$ cat src/rtl/ccs_pkg.sv
// Constants, field layouts and carrier types for the custom charger stimulus block.
// Assumes a single 40 MHz clock; this package depends on no other unit.
package ccs_pkg;

	// Register offsets on the management port
	localparam logic [7:0] OFS_S1_RESP = 8'h42;
	localparam logic [7:0] OFS_S1_THPD = 8'h43;
	localparam logic [7:0] OFS_S1_RATIO = 8'h44;
	localparam logic [7:0] OFS_S2_TRIG = 8'h45;
	localparam logic [7:0] OFS_S2_RESP = 8'h46;

	// Field positions and values after reset
	localparam int MAG_LSB = 4;
	localparam int PUPD_LSB = 4;
	localparam int KIND_BIT = 6;
	localparam int DELAY_LSB = 3;
	localparam logic [7:0] REG_RESET = 8'h00;

	// Response select codes
	localparam logic [3:0] SEL_REMOVE = 4'h0;
	localparam logic [3:0] SEL_V_P = 4'h1;
	localparam logic [3:0] SEL_V_M = 4'h2;
	localparam logic [3:0] SEL_V_PM = 4'h3;
	localparam logic [3:0] SEL_R_P = 4'h4;
	localparam logic [3:0] SEL_RSV_A = 4'h5;
	localparam logic [3:0] SEL_D_P = 4'h6;
	localparam logic [3:0] SEL_R_M = 4'h7;
	localparam logic [3:0] SEL_RSV_B = 4'h8;
	localparam logic [3:0] SEL_D_M = 4'h9;
	localparam logic [3:0] SEL_SHORT = 4'hA;
	localparam logic [3:0] SEL_RSV_C = 4'hB;
	localparam logic [3:0] SEL_D_PM = 4'hC;
	localparam logic [3:0] SEL_R_PM = 4'hD;
	localparam logic [3:0] SEL_PD_A = 4'hE;
	localparam logic [3:0] SEL_PD_B = 4'hF;

	// Reserved field codes and the pull-down magnitude
	localparam logic [3:0] MAG_RSV = 4'hF;
	localparam logic [3:0] MAG_PULLDOWN = 4'h0;
	localparam logic [3:0] TH_RSV = 4'hF;
	localparam logic [2:0] RATIO_RSV = 3'h7;

	// Trigger select codes
	localparam logic [2:0] TRIG_VBUS_PRE = 3'h0;
	localparam logic [2:0] TRIG_DP_GT = 3'h1;
	localparam logic [2:0] TRIG_WINDOW = 3'h2;
	localparam logic [2:0] TRIG_DM_GT = 3'h3;
	localparam logic [2:0] TRIG_RSV_A = 3'h4;
	localparam logic [2:0] TRIG_RSV_B = 3'h5;
	localparam logic [2:0] TRIG_DP_GT_ALT = 3'h6;
	localparam logic [2:0] TRIG_VBUS_ON = 3'h7;

	// Millisecond base of the stimulus timer
	localparam int MS_TIME_NS = 1000000;
	localparam int CLK_PERIOD_NS = 25;
	localparam int MS_CYCLES = MS_TIME_NS / CLK_PERIOD_NS;

	typedef enum logic [1:0] {LN_NONE = 2'h0, LN_VOLT = 2'h1, LN_RES = 2'h2, LN_DIV = 2'h3} ccs_line_kind_e;

	typedef enum logic [4:0] {
		ST_IDLE = 5'b00001,
		ST_DETECT = 5'b00010,
		ST_DELAY = 5'b00100,
		ST_HOLD = 5'b01000,
		ST_DONE = 5'b10000
	} ccs_stage_e;

	typedef struct packed {ccs_line_kind_e kind; logic [3:0] mag; logic pd15k;} ccs_line_s;
	typedef struct packed {logic vbus_pre; logic vbus_on; logic dp_gt; logic dp_lt; logic dp_floor; logic dm_gt;} ccs_sense_s;
	typedef struct packed {logic [3:0] mag; logic [3:0] sel;} ccs_resp_s;
	typedef struct packed {logic kind; logic [2:0] delay; logic [2:0] sel;} ccs_trig_s;

	function automatic logic sel_reserved(input logic [3:0] s);
		sel_reserved = (s == SEL_RSV_A) || (s == SEL_RSV_B) || (s == SEL_RSV_C);
	endfunction : sel_reserved

	function automatic logic [6:0] delay_ms(input logic [2:0] c);
		case (c)
			3'h0: delay_ms = 7'h00;
			3'h1: delay_ms = 7'h01;
			3'h2: delay_ms = 7'h05;
			3'h3: delay_ms = 7'h0A;
			3'h4: delay_ms = 7'h14;
			3'h5: delay_ms = 7'h28;
			3'h6: delay_ms = 7'h50;
			default: delay_ms = 7'h64;
		endcase
	endfunction : delay_ms

endpackage : ccs_pkg

$ cat src/rtl/ccs_ms_tick.sv
// Millisecond base: one-cycle enable pulse every CYCLES clocks.
// Assumes CYCLES of at least 2; counting restarts while run is low.
`timescale 1ns/1ps
`default_nettype none
module ccs_ms_tick #(
	parameter int unsigned CYCLES = 40000
) (
	input wire logic clk,
	input wire logic rstn,
	input wire logic run,
	output logic tick
);
	localparam int W = $clog2(CYCLES);
	logic [W-1:0] cnt_q;

	// Free count while running, pulse on wrap
	always_ff @(posedge clk or negedge rstn)
	begin
		if (!rstn)
		begin
			cnt_q <= '0;
			tick <= 1'b0;
		end
		else if (!run)
		begin
			cnt_q <= '0;
			tick <= 1'b0;
		end
		else if (cnt_q == W'(CYCLES - 1))
		begin
			cnt_q <= '0;
			tick <= 1'b1;
		end
		else
		begin
			cnt_q <= cnt_q + 1'b1;
			tick <= 1'b0;
		end
	end
endmodule : ccs_ms_tick
`default_nettype wire

$ cat src/rtl/ccs_stage.sv
// One stimulus stage: trigger detect, delay or hold timer, apply level.
// Assumes comparator results in sense are synchronous to clk.
`timescale 1ns/1ps
`default_nettype none
module ccs_stage (
	input wire logic clk,
	input wire logic rstn,
	input wire logic run,
	input wire ccs_pkg::ccs_trig_s trig,
	input wire ccs_pkg::ccs_sense_s sense,
	input wire logic ms_tick,
	output logic apply,
	output logic done
);
	ccs_pkg::ccs_stage_e state_q;
	logic [6:0] cnt_q;
	logic hit;

	// Trigger decode; reserved codes never fire
	always_comb
	begin
		case (trig.sel)
			ccs_pkg::TRIG_VBUS_PRE: hit = sense.vbus_pre;
			ccs_pkg::TRIG_VBUS_ON: hit = sense.vbus_on;
			ccs_pkg::TRIG_DP_GT, ccs_pkg::TRIG_DP_GT_ALT: hit = sense.dp_gt;
			ccs_pkg::TRIG_DM_GT: hit = sense.dm_gt;
			ccs_pkg::TRIG_WINDOW: hit = sense.dp_lt && sense.dp_floor;
			default: hit = 1'b0;
		endcase
	end

	// Stage sequence
	always_ff @(posedge clk or negedge rstn)
	begin
		if (!rstn)
		begin
			state_q <= ccs_pkg::ST_IDLE;
			cnt_q <= 7'h00;
			apply <= 1'b0;
		end
		else if (!run)
		begin
			state_q <= ccs_pkg::ST_IDLE;
			cnt_q <= 7'h00;
			apply <= 1'b0;
		end
		else
		begin
			case (state_q)
				ccs_pkg::ST_IDLE:
				begin
					cnt_q <= ccs_pkg::delay_ms(trig.delay);
					state_q <= ccs_pkg::ST_DETECT;
				end
				ccs_pkg::ST_DETECT:
				begin
					if (hit && trig.kind)
					begin
						apply <= 1'b1;
						state_q <= ccs_pkg::ST_HOLD;
					end
					else if (hit)
						state_q <= ccs_pkg::ST_DELAY;
				end
				ccs_pkg::ST_DELAY:
				begin
					if (cnt_q == 7'h00)
					begin
						apply <= 1'b1;
						state_q <= ccs_pkg::ST_DONE;
					end
					else if (ms_tick)
						cnt_q <= cnt_q - 7'h01;
				end
				ccs_pkg::ST_HOLD:
				begin
					if (cnt_q == 7'h00)
					begin
						apply <= hit;
						state_q <= ccs_pkg::ST_DONE;
					end
					else if (ms_tick)
						cnt_q <= cnt_q - 7'h01;
				end
				ccs_pkg::ST_DONE:
				begin
					if (trig.kind && !hit)
						apply <= 1'b0;
				end
				default: state_q <= ccs_pkg::ST_IDLE;
			endcase
		end
	end

	// Next stage may start whatever the stimulus does afterwards
	assign done = (state_q == ccs_pkg::ST_DONE);
endmodule : ccs_stage
`default_nettype wire

$ cat src/rtl/ccs_top.sv
// Custom charger stimulus stages 1 and 2: registers, sequencing, data-line response state.
// Assumes a management port engine outside delivers single-cycle register reads and writes.
`timescale 1ns/1ps
`default_nettype none
module ccs_top #(
	parameter int unsigned MS_CYCLES = ccs_pkg::MS_CYCLES
) (
	input wire logic clk,
	input wire logic rstn,
	input wire logic reg_wr,
	input wire logic reg_rd,
	input wire logic [7:0] reg_addr,
	input wire logic [7:0] reg_wdata,
	output logic [7:0] reg_rdata,
	input wire logic emul_run,
	input wire logic legacy_active,
	input wire logic standard_active,
	input wire ccs_pkg::ccs_trig_s stage1_trigger,
	input wire logic [1:0] stage2_pulldown_current,
	input wire logic [2:0] stage2_divider_tap,
	input wire ccs_pkg::ccs_sense_s stage1_sense,
	input wire ccs_pkg::ccs_sense_s stage2_sense,
	output ccs_pkg::ccs_line_s positive_data_output,
	output ccs_pkg::ccs_line_s negative_data_output,
	output logic data_short_en,
	output logic pulldown_current_en,
	output logic [1:0] pulldown_current_code,
	output logic [2:0] divider_tap,
	output logic [3:0] stage1_compare_level,
	output logic stage1_compare_en,
	output logic stage2_compare_en,
	output logic stage1_applied,
	output logic stage2_applied
);
	ccs_pkg::ccs_resp_s s1_resp_q;
	ccs_pkg::ccs_resp_s s2_resp_q;
	ccs_pkg::ccs_trig_s s2_trig_q;
	logic [1:0] s1_pupd_q;
	logic [3:0] s1_th_q;
	logic [2:0] s1_ratio_q;
	logic s1_done, s2_done, ms_tick;
	logic s1_apply, s2_apply, s1_prev_q, s2_prev_q;
	logic s1_on, s1_off, s2_on, s2_off;
	logic [7:0] wr_resp;

	// Line response update for one event on one data line
	function automatic ccs_pkg::ccs_line_s line_upd(input ccs_pkg::ccs_line_s cur, input logic [3:0] sel,
		input logic [3:0] mag, input logic [2:0] stim, input logic is_dp);
		ccs_pkg::ccs_line_s nxt;
		logic hv;
		logic hr;
		logic hd;
		nxt = cur;
		hv = (sel == ccs_pkg::SEL_V_PM) || (sel == (is_dp ? ccs_pkg::SEL_V_P : ccs_pkg::SEL_V_M));
		hr = (sel == ccs_pkg::SEL_R_PM) || (sel == (is_dp ? ccs_pkg::SEL_R_P : ccs_pkg::SEL_R_M));
		hd = (sel == ccs_pkg::SEL_D_PM) || (sel == (is_dp ? ccs_pkg::SEL_D_P : ccs_pkg::SEL_D_M));
		if (sel == ccs_pkg::SEL_REMOVE)
			nxt.kind = ccs_pkg::LN_NONE;
		else if (sel == ccs_pkg::SEL_PD_A || sel == ccs_pkg::SEL_PD_B)
		begin
			if (stim == ccs_pkg::TRIG_VBUS_ON)
				nxt.pd15k = 1'b0;
		end
		else if (hv || hr || hd)
		begin
			nxt.kind = hv ? ccs_pkg::LN_VOLT : (hr ? ccs_pkg::LN_RES : ccs_pkg::LN_DIV);
			nxt.mag = mag;
			nxt.pd15k = 1'b0;
		end
		else if (stim != ccs_pkg::TRIG_VBUS_PRE && cur.kind == ccs_pkg::LN_NONE)
			nxt.pd15k = 1'b0;
		line_upd = nxt;
	endfunction : line_upd

	// Millisecond base for both stage timers
	ccs_ms_tick #(.CYCLES(MS_CYCLES)) u_tick (
		.clk(clk),
		.rstn(rstn),
		.run(emul_run),
		.tick(ms_tick)
	);

	// Stage one runs from emulation start
	ccs_stage u_stage1 (
		.clk(clk),
		.rstn(rstn),
		.run(emul_run),
		.trig(stage1_trigger),
		.sense(stage1_sense),
		.ms_tick(ms_tick),
		.apply(s1_apply),
		.done(s1_done)
	);

	// Stage two waits for stage one to finish
	ccs_stage u_stage2 (
		.clk(clk),
		.rstn(rstn),
		.run(emul_run && s1_done),
		.trig(s2_trig_q),
		.sense(stage2_sense),
		.ms_tick(ms_tick),
		.apply(s2_apply),
		.done(s2_done)
	);

	// Response register writes, reserved fields keep their value
	always_comb
	begin
		wr_resp = reg_wdata;
	end

	always_ff @(posedge clk or negedge rstn)
	begin
		if (!rstn)
		begin
			s1_resp_q <= ccs_pkg::REG_RESET;
			s2_resp_q <= ccs_pkg::REG_RESET;
		end
		else if (reg_wr)
		begin
			if (reg_addr == ccs_pkg::OFS_S1_RESP && wr_resp[7:4] != ccs_pkg::MAG_RSV)
				s1_resp_q.mag <= wr_resp[ccs_pkg::MAG_LSB +: 4];
			if (reg_addr == ccs_pkg::OFS_S1_RESP && !ccs_pkg::sel_reserved(wr_resp[3:0]))
				s1_resp_q.sel <= wr_resp[3:0];
			if (reg_addr == ccs_pkg::OFS_S2_RESP && wr_resp[7:4] != ccs_pkg::MAG_RSV)
				s2_resp_q.mag <= wr_resp[ccs_pkg::MAG_LSB +: 4];
			if (reg_addr == ccs_pkg::OFS_S2_RESP && !ccs_pkg::sel_reserved(wr_resp[3:0]))
				s2_resp_q.sel <= wr_resp[3:0];
		end
	end

	// Threshold, pull-down current, ratio and stage two trigger writes
	always_ff @(posedge clk or negedge rstn)
	begin
		if (!rstn)
		begin
			s1_pupd_q <= 2'h0;
			s1_th_q <= 4'h0;
			s1_ratio_q <= 3'h0;
			s2_trig_q <= 7'h00;
		end
		else if (reg_wr)
		begin
			if (reg_addr == ccs_pkg::OFS_S1_THPD)
				s1_pupd_q <= reg_wdata[ccs_pkg::PUPD_LSB +: 2];
			if (reg_addr == ccs_pkg::OFS_S1_THPD && reg_wdata[3:0] != ccs_pkg::TH_RSV)
				s1_th_q <= reg_wdata[3:0];
			if (reg_addr == ccs_pkg::OFS_S1_RATIO && reg_wdata[2:0] != ccs_pkg::RATIO_RSV)
				s1_ratio_q <= reg_wdata[2:0];
			if (reg_addr == ccs_pkg::OFS_S2_TRIG)
			begin
				s2_trig_q.kind <= reg_wdata[ccs_pkg::KIND_BIT];
				s2_trig_q.delay <= reg_wdata[ccs_pkg::DELAY_LSB +: 3];
				if (reg_wdata[2:0] != ccs_pkg::TRIG_RSV_A && reg_wdata[2:0] != ccs_pkg::TRIG_RSV_B)
					s2_trig_q.sel <= reg_wdata[2:0];
			end
		end
	end

	// Registered read data; unmapped and unimplemented bits read zero
	always_ff @(posedge clk or negedge rstn)
	begin
		if (!rstn)
			reg_rdata <= 8'h00;
		else if (reg_rd)
		begin
			case (reg_addr)
				ccs_pkg::OFS_S1_RESP: reg_rdata <= s1_resp_q;
				ccs_pkg::OFS_S1_THPD: reg_rdata <= {2'h0, s1_pupd_q, s1_th_q};
				ccs_pkg::OFS_S1_RATIO: reg_rdata <= {5'h00, s1_ratio_q};
				ccs_pkg::OFS_S2_TRIG: reg_rdata <= {1'b0, s2_trig_q};
				ccs_pkg::OFS_S2_RESP: reg_rdata <= s2_resp_q;
				default: reg_rdata <= 8'h00;
			endcase
		end
	end

	// Profile-gated copies seen by the analog side
	always_ff @(posedge clk or negedge rstn)
	begin
		if (!rstn)
			stage1_compare_level <= 4'h0;
		else if (!legacy_active)
			stage1_compare_level <= s1_th_q;
	end

	// Threshold only matters for data line triggers
	always_ff @(posedge clk or negedge rstn)
	begin
		if (!rstn)
		begin
			stage1_compare_en <= 1'b0;
			stage2_compare_en <= 1'b0;
		end
		else
		begin
			stage1_compare_en <= stage1_trigger.sel != ccs_pkg::TRIG_VBUS_PRE
				&& stage1_trigger.sel != ccs_pkg::TRIG_VBUS_ON;
			stage2_compare_en <= s2_trig_q.sel != ccs_pkg::TRIG_VBUS_PRE
				&& s2_trig_q.sel != ccs_pkg::TRIG_VBUS_ON;
		end
	end

	// Apply edges of each stage
	always_ff @(posedge clk or negedge rstn)
	begin
		if (!rstn)
		begin
			s1_prev_q <= 1'b0;
			s2_prev_q <= 1'b0;
		end
		else
		begin
			s1_prev_q <= s1_apply;
			s2_prev_q <= s2_apply;
		end
	end

	assign s1_on = s1_apply && !s1_prev_q;
	assign s1_off = !s1_apply && s1_prev_q && emul_run;
	assign s2_on = s2_apply && !s2_prev_q;
	assign s2_off = !s2_apply && s2_prev_q && emul_run;
	assign stage1_applied = s1_prev_q;
	assign stage2_applied = s2_prev_q;

	// Data line response state; emulation reset leaves the 15k pull-downs on
	always_ff @(posedge clk or negedge rstn)
	begin
		if (!rstn)
		begin
			positive_data_output <= {ccs_pkg::LN_NONE, 4'h0, 1'b1};
			negative_data_output <= {ccs_pkg::LN_NONE, 4'h0, 1'b1};
		end
		else if (!emul_run)
		begin
			positive_data_output <= {ccs_pkg::LN_NONE, 4'h0, 1'b1};
			negative_data_output <= {ccs_pkg::LN_NONE, 4'h0, 1'b1};
		end
		else if (s2_on)
		begin
			positive_data_output <= line_upd(positive_data_output, s2_resp_q.sel, s2_resp_q.mag, s2_trig_q.sel, 1'b1);
			negative_data_output <= line_upd(negative_data_output, s2_resp_q.sel, s2_resp_q.mag, s2_trig_q.sel, 1'b0);
		end
		else if (s1_on)
		begin
			positive_data_output <= line_upd(positive_data_output, s1_resp_q.sel, s1_resp_q.mag,
				stage1_trigger.sel, 1'b1);
			negative_data_output <= line_upd(negative_data_output, s1_resp_q.sel, s1_resp_q.mag,
				stage1_trigger.sel, 1'b0);
		end
		else if (s1_off || s2_off)
		begin
			positive_data_output.kind <= ccs_pkg::LN_NONE;
			negative_data_output.kind <= ccs_pkg::LN_NONE;
		end
	end

	// Short between the lines, cleared by withdrawal
	always_ff @(posedge clk or negedge rstn)
	begin
		if (!rstn)
			data_short_en <= 1'b0;
		else if (!emul_run || s1_off || s2_off)
			data_short_en <= 1'b0;
		else if ((s2_on && s2_resp_q.sel == ccs_pkg::SEL_SHORT) || (!s2_on && s1_on && s1_resp_q.sel == ccs_pkg::SEL_SHORT))
			data_short_en <= 1'b1;
		else if ((s2_on && s2_resp_q.sel == ccs_pkg::SEL_REMOVE) || (s1_on && s1_resp_q.sel == ccs_pkg::SEL_REMOVE))
			data_short_en <= 1'b0;
	end

	// Current (outside legacy) and ratio (outside standard) settings of the stage that last applied
	always_ff @(posedge clk or negedge rstn)
	begin
		if (!rstn)
		begin
			pulldown_current_code <= 2'h0;
			divider_tap <= 3'h0;
		end
		else if (s2_on)
		begin
			if (!legacy_active)
				pulldown_current_code <= stage2_pulldown_current;
			if (!standard_active)
				divider_tap <= stage2_divider_tap;
		end
		else if (s1_on)
		begin
			if (!legacy_active)
				pulldown_current_code <= s1_pupd_q;
			if (!standard_active)
				divider_tap <= s1_ratio_q;
		end
	end

	// Pull-down current when either line has a pull-down voltage response
	assign pulldown_current_en = (positive_data_output.kind == ccs_pkg::LN_VOLT
		&& positive_data_output.mag == ccs_pkg::MAG_PULLDOWN)
		|| (negative_data_output.kind == ccs_pkg::LN_VOLT
		&& negative_data_output.mag == ccs_pkg::MAG_PULLDOWN);
endmodule : ccs_top
`default_nettype wire

$ cat config.mk
export PLATFORM = sky130hd
export DESIGN_NAME = ccs_top
export DESIGN_NICKNAME = d
export VERILOG_FILES = /design/src/rtl/ccs_pkg.sv /design/src/rtl/ccs_ms_tick.sv /design/src/rtl/ccs_stage.sv /design/src/rtl/ccs_top.sv
export SDC_FILE = /design/constraint.sdc
export NUM_CORES = 1
export LEC_CHECK = 0
export BUFFER_PORTS_ARGS = -buffer_cell sky130_fd_sc_hd__buf_4
export CAP_MARGIN = 30
export CORE_ASPECT_RATIO = 2
export CORE_MARGIN = 2
export CORE_UTILIZATION = 40
export DETAILED_ROUTE_END_ITERATION = 7
export GPL_TIMING_DRIVEN = 0
export PLACE_DENSITY = 0.61
export SLEW_MARGIN = 20
export SYNTH_ARGS = -nofsm -noshare
export SYNTH_HDL_FRONTEND = slang
export SYNTH_SLANG_ARGS = --single-unit
$ cat constraint.sdc
create_clock -name clk -period 2.8 [get_ports clk]
set_input_delay 0.28 -clock clk [delete_from_list [all_inputs] [get_ports clk]]
set_output_delay 0.28 -clock clk [all_outputs]
set_load 0.005 [all_outputs]
==> results.md <==
Status:
- The flow ran to the end, and the final reports show no timing, DRC or antenna violations.

STA:
- Setup repair after global routing left no endpoint under its margin.
- Between clock sinks in the finished design, the worst skew comes to 0.00943 ns.
- Setup violations remaining at the end of the flow were counted as 0.
- The final count of hold timing violations is 0.
- The worst pin sits at a relative slew slack of 0.474.
- For the pin with the worst max-slew slack, the measured transition is 0.783 ns.
- The maximum frequency from static timing analysis is 0.428 GHz.
- The number of pins exceeding their max-slew limit in the final report is 0.
- Setup total negative slack on the finished layout was measured at 0 ns.
- Dividing the final minimum period by the clock period gives 0.834.
- The worst hold margin is 0.141 ns.
- The time the worst path needs with I/O delays and setup is 2.33 ns.

Die:
- In this run the vertical extent of the chip is 182 um.
- 84 I/O pins were placed.
- The effective utilization at floorplan is 0.404.
- The floorplan step defined a die boundary enclosing 16900 um^2.
- The floorplan core area is 15600 um^2.
- In this run the horizontal extent of the chip is 92.8 um.
- Row generation in the floorplan step produced 65 rows.

Route:
- The post-detailed-route wirelength per cell is 16.3 um.
- For this block, the routed nets add up to 15.9 mm of wire.
- Using the TritonRoute via totals, the vias-per-cell ratio works out to 5.63.
- The residual antenna-violating net count after detailed routing is 0.
- The pre-antenna-repair detailed-routing pass consisted of 5 iterations.
- After detailed routing, the number of remaining DRC violations is 0.
- The detailed router's first-iteration violation count is 288.
- The via count is 5487.

Yosys:
- The mapped netlist covers 6310 um^2.
- The number of enable-type register cells in the synthesized netlist is 0.
- After synthesis, the netlist uses 73 different library cells.
- The register bit count reported by yosys is 111.
- The sequential cell area fraction in the yosys report is 0.441.
- In the post-synthesis netlist, the biggest area contributors are dfrtp_1 42%, mux2_2 7.0%, nor2_1 4.1%.
- The net count after synthesis is 729.
- The most instantiated library cell after synthesis is dfrtp_1.
- The largest area contributor in the synthesized netlist is dfrtp_1.
- For this run, the number of Yosys warnings is 0.
- In the synthesized netlist, the cells that appear most often are 107 x dfrtp_1, 69 x nor2_1, 45 x nand2_1.
- Counting every instance in the synthesized netlist gives 677.
- The most used flip-flop cell after synthesis is dfrtp_1.
- The average size of a mapped cell is 9.33 um^2.
- The fraction of synthesized cell area taken by the top area cell type is 0.424.
- The fraction of registers with async set or reset after synthesis is 1.00.

Power:
- The total leakage power is 3.27 nW.
- Dividing total power by cell area gives a power density of 504 nW/um^2.
- The worst-case vdd ir drop is 0.240 mV.

Clocking:
- In this run, post-CTS repair resized a total of 0 instances.
- The tree is rooted in a clkbuf_16.
- Counting along the longest clock path gives a buffer depth of 2.
- TritonCTS created 9 clock buffers.
- The total setup buffers inserted after CTS is 0.
- The clock reaches the later pin of the worst-skew pair after 0.34 ns.
- The H-tree was split into 3 levels.
- For this design, the sink count on the clock tree is 111.
- The number of hold buffers added after CTS was 1.
- TritonCTS built the clock tree.
- After clock tree synthesis, the clock-pin slew on the worst setup and hold paths is 0.07 ns.

Critical path:
- The data required time at the worst endpoint is 3.02 ns.
- The signal on the critical path passes through nor2b_1 -> clkbuf_1 -> o41ai_1 -> nand3_1 -> nand3_1 -> a31oi_1 -> mux2_2.
- Among all stages on the critical path, the largest delay is contributed by dfrtp_1.
- The arrival time of data at the critical path endpoint is 2.56 ns.
- The endpoint kind of the worst setup timing path is a flip-flop.
- The largest single stage delay on the critical path is 0.40 ns.
- In this design, the critical path's most frequently occurring cell is nand3_1.
- The type of the setup path with the least slack is flip-flop to flip-flop.
- The count of buffering cells on the critical path with inverters included is 1.
- The biggest fanout along the worst timing path is 9.
- In this design, the largest share of critical-path delay is due to compound AO/OA/AOI/OAI gates.
- The worst setup path is launched from a flip-flop.

Cells and area:
- The fraction of the core area covered by cells at the end of the flow is 0.478.
- The number of antenna diodes in the final layout is 0.
- Excluding fillers, the count of instances in the completed layout stands at 975.
- The final design area excluding fillers is 7470 um^2.
- For this run, the post-layout net count is 822.
- In the final layout, the share of cells above drive strength 1 is 0.202.
- Fill cells in the final layout number 1541.
- Relative to the synthesized area, the layout overhead comes to 18.3%.

Place:
- The number of placed instances with taps included is 959.
- Once placement finished, the instance area stood at 7200 um^2.
- The number of input and output port buffers inserted is 80.
- The wire-length estimate of the detail-placed layout is 11.7 mm.
- At the end of routability-driven placement, the weighted congestion stood at 0.845.

Global routing:
- The maximum number of pins on one net before global-route repair is 79.
- The initial antenna violation count came to 0.
- The global-route usage over all layers is 0.194.
- The wire length of the first global-routing pass is 26.7 mm.
- The number of global-route vias before repair came to 5240.
- The leftover overflow at the end of global routing is 0.

Job:
- The number of maximum-capacitance constraint violations is 0.

Hold path:
- The worst min-delay path category is primary input to flip-flop.
## per-layer routing
layer / wire length (um) / global-route usage / up-vias
met2: 7760 / 0.318 / 155
met4: 187 / 0.0465 / 0
met1: 7180 / 0.275 / 2656
met3: 750 / 0.0216 / 9
met5: 0 / 0 / -
li1: - / - / 2667
## through the flow
stage	setup slack (ns)	total power, mW
global route	0.300	3.99
global placement	0.415	2.59
detailed placement	0.386	2.60
floorplan	0.735	2.30
CTS	0.483	3.81
finish	0.465	3.77
## flip-flops by register name (all words and copies together) (netlist names), 2 cells and up
name	cells
s1_resp_q	8
u_tick.cnt_q	16
s1_th_q	4
s2_resp_q	8
u_stage1.cnt_q	7
u_stage2.state_q	5
divider_tap	3
pulldown_current_code	2
positive_data_output	7
u_stage2.cnt_q	7
s1_pupd_q	2
s1_ratio_q	3
s2_trig_q	7
u_stage1.state_q	5
stage1_compare_level	4
reg_rdata	8
negative_data_output	7
## power breakdown
group          internal, mW  leakage, nW  switching (mW)
logic                 0.329         1.65           0.434
clock network         0.606        0.126           0.586
registers              1.72         1.49          0.0965
## cell usage in the layout (no fill, tap or decap), types with 11 or more instances in the layout
| master | instances |
|---|---|
| xor2_1 | 15 |
| inv_1 | 21 |
| nor2_1 | 69 |
| nand2b_1 | 14 |
| and3_1 | 14 |
| nand3_1 | 29 |
| buf_4 | 79 |
| dfrtp_1 | 107 |
| clkbuf_1 | 34 |
| o21ai_1 | 11 |
| o21ai_0 | 43 |
| a31oi_1 | 12 |
| nor3_1 | 19 |
| mux2_2 | 39 |
| nand2_1 | 45 |
| a21oi_1 | 32 |
## area by class of cell
class	instances	area [um^2]	area share
buffer	41	166	0.0223
inverter	23	86.3	0.0116
multi-input combinational	502	3280	0.439
clock inverter	4	30.0	0.00402
sequential	111	2780	0.372
tap	201	251	0.0337
timing repair buffer	82	642	0.0859
clock buffer	11	233	0.0312
## final timing paths
| path | from | endpoint | slack [ns] | cells past startpoint |
|---|---|---|---|---|
| max | u_stage2.apply$_DFFE_PN0P_ | positive_data_output[3]$_DFFE_PN0P_ | 0.47 | 7 |
| min reg2reg | u_stage2.apply$_DFFE_PN0P_ | stage2_applied$_DFF_PN0_ | 0.45 | 0 |
| min | standard_active | divider_tap[0]$_DFFE_PN0P_ | 0.14 | 2 |
| max in group asynchronous | rstn | positive_data_output[3]$_DFFE_PN0P_ | 1.69 | 3 |
| max reg2reg | u_stage2.apply$_DFFE_PN0P_ | positive_data_output[3]$_DFFE_PN0P_ | 0.47 | 7 |
| min in group asynchronous | rstn | u_stage1.cnt_q[0]$_DFFE_PN0P_ | 0.39 | 2 |
## cells by family after synthesis
group,Yosys count,share of synthesized area
AND/OR/NAND/NOR,254,0.214
AO/OA/AOI/OAI,167,0.170
flip-flops,111,0.441
buffers and inverters,64,0.0400
multiplexers,52,0.0917
XOR/XNOR,24,0.0333
adder cells (fa/ha/maj),5,0.00991
No activity file was read; power rests on OpenSTA's default activity.
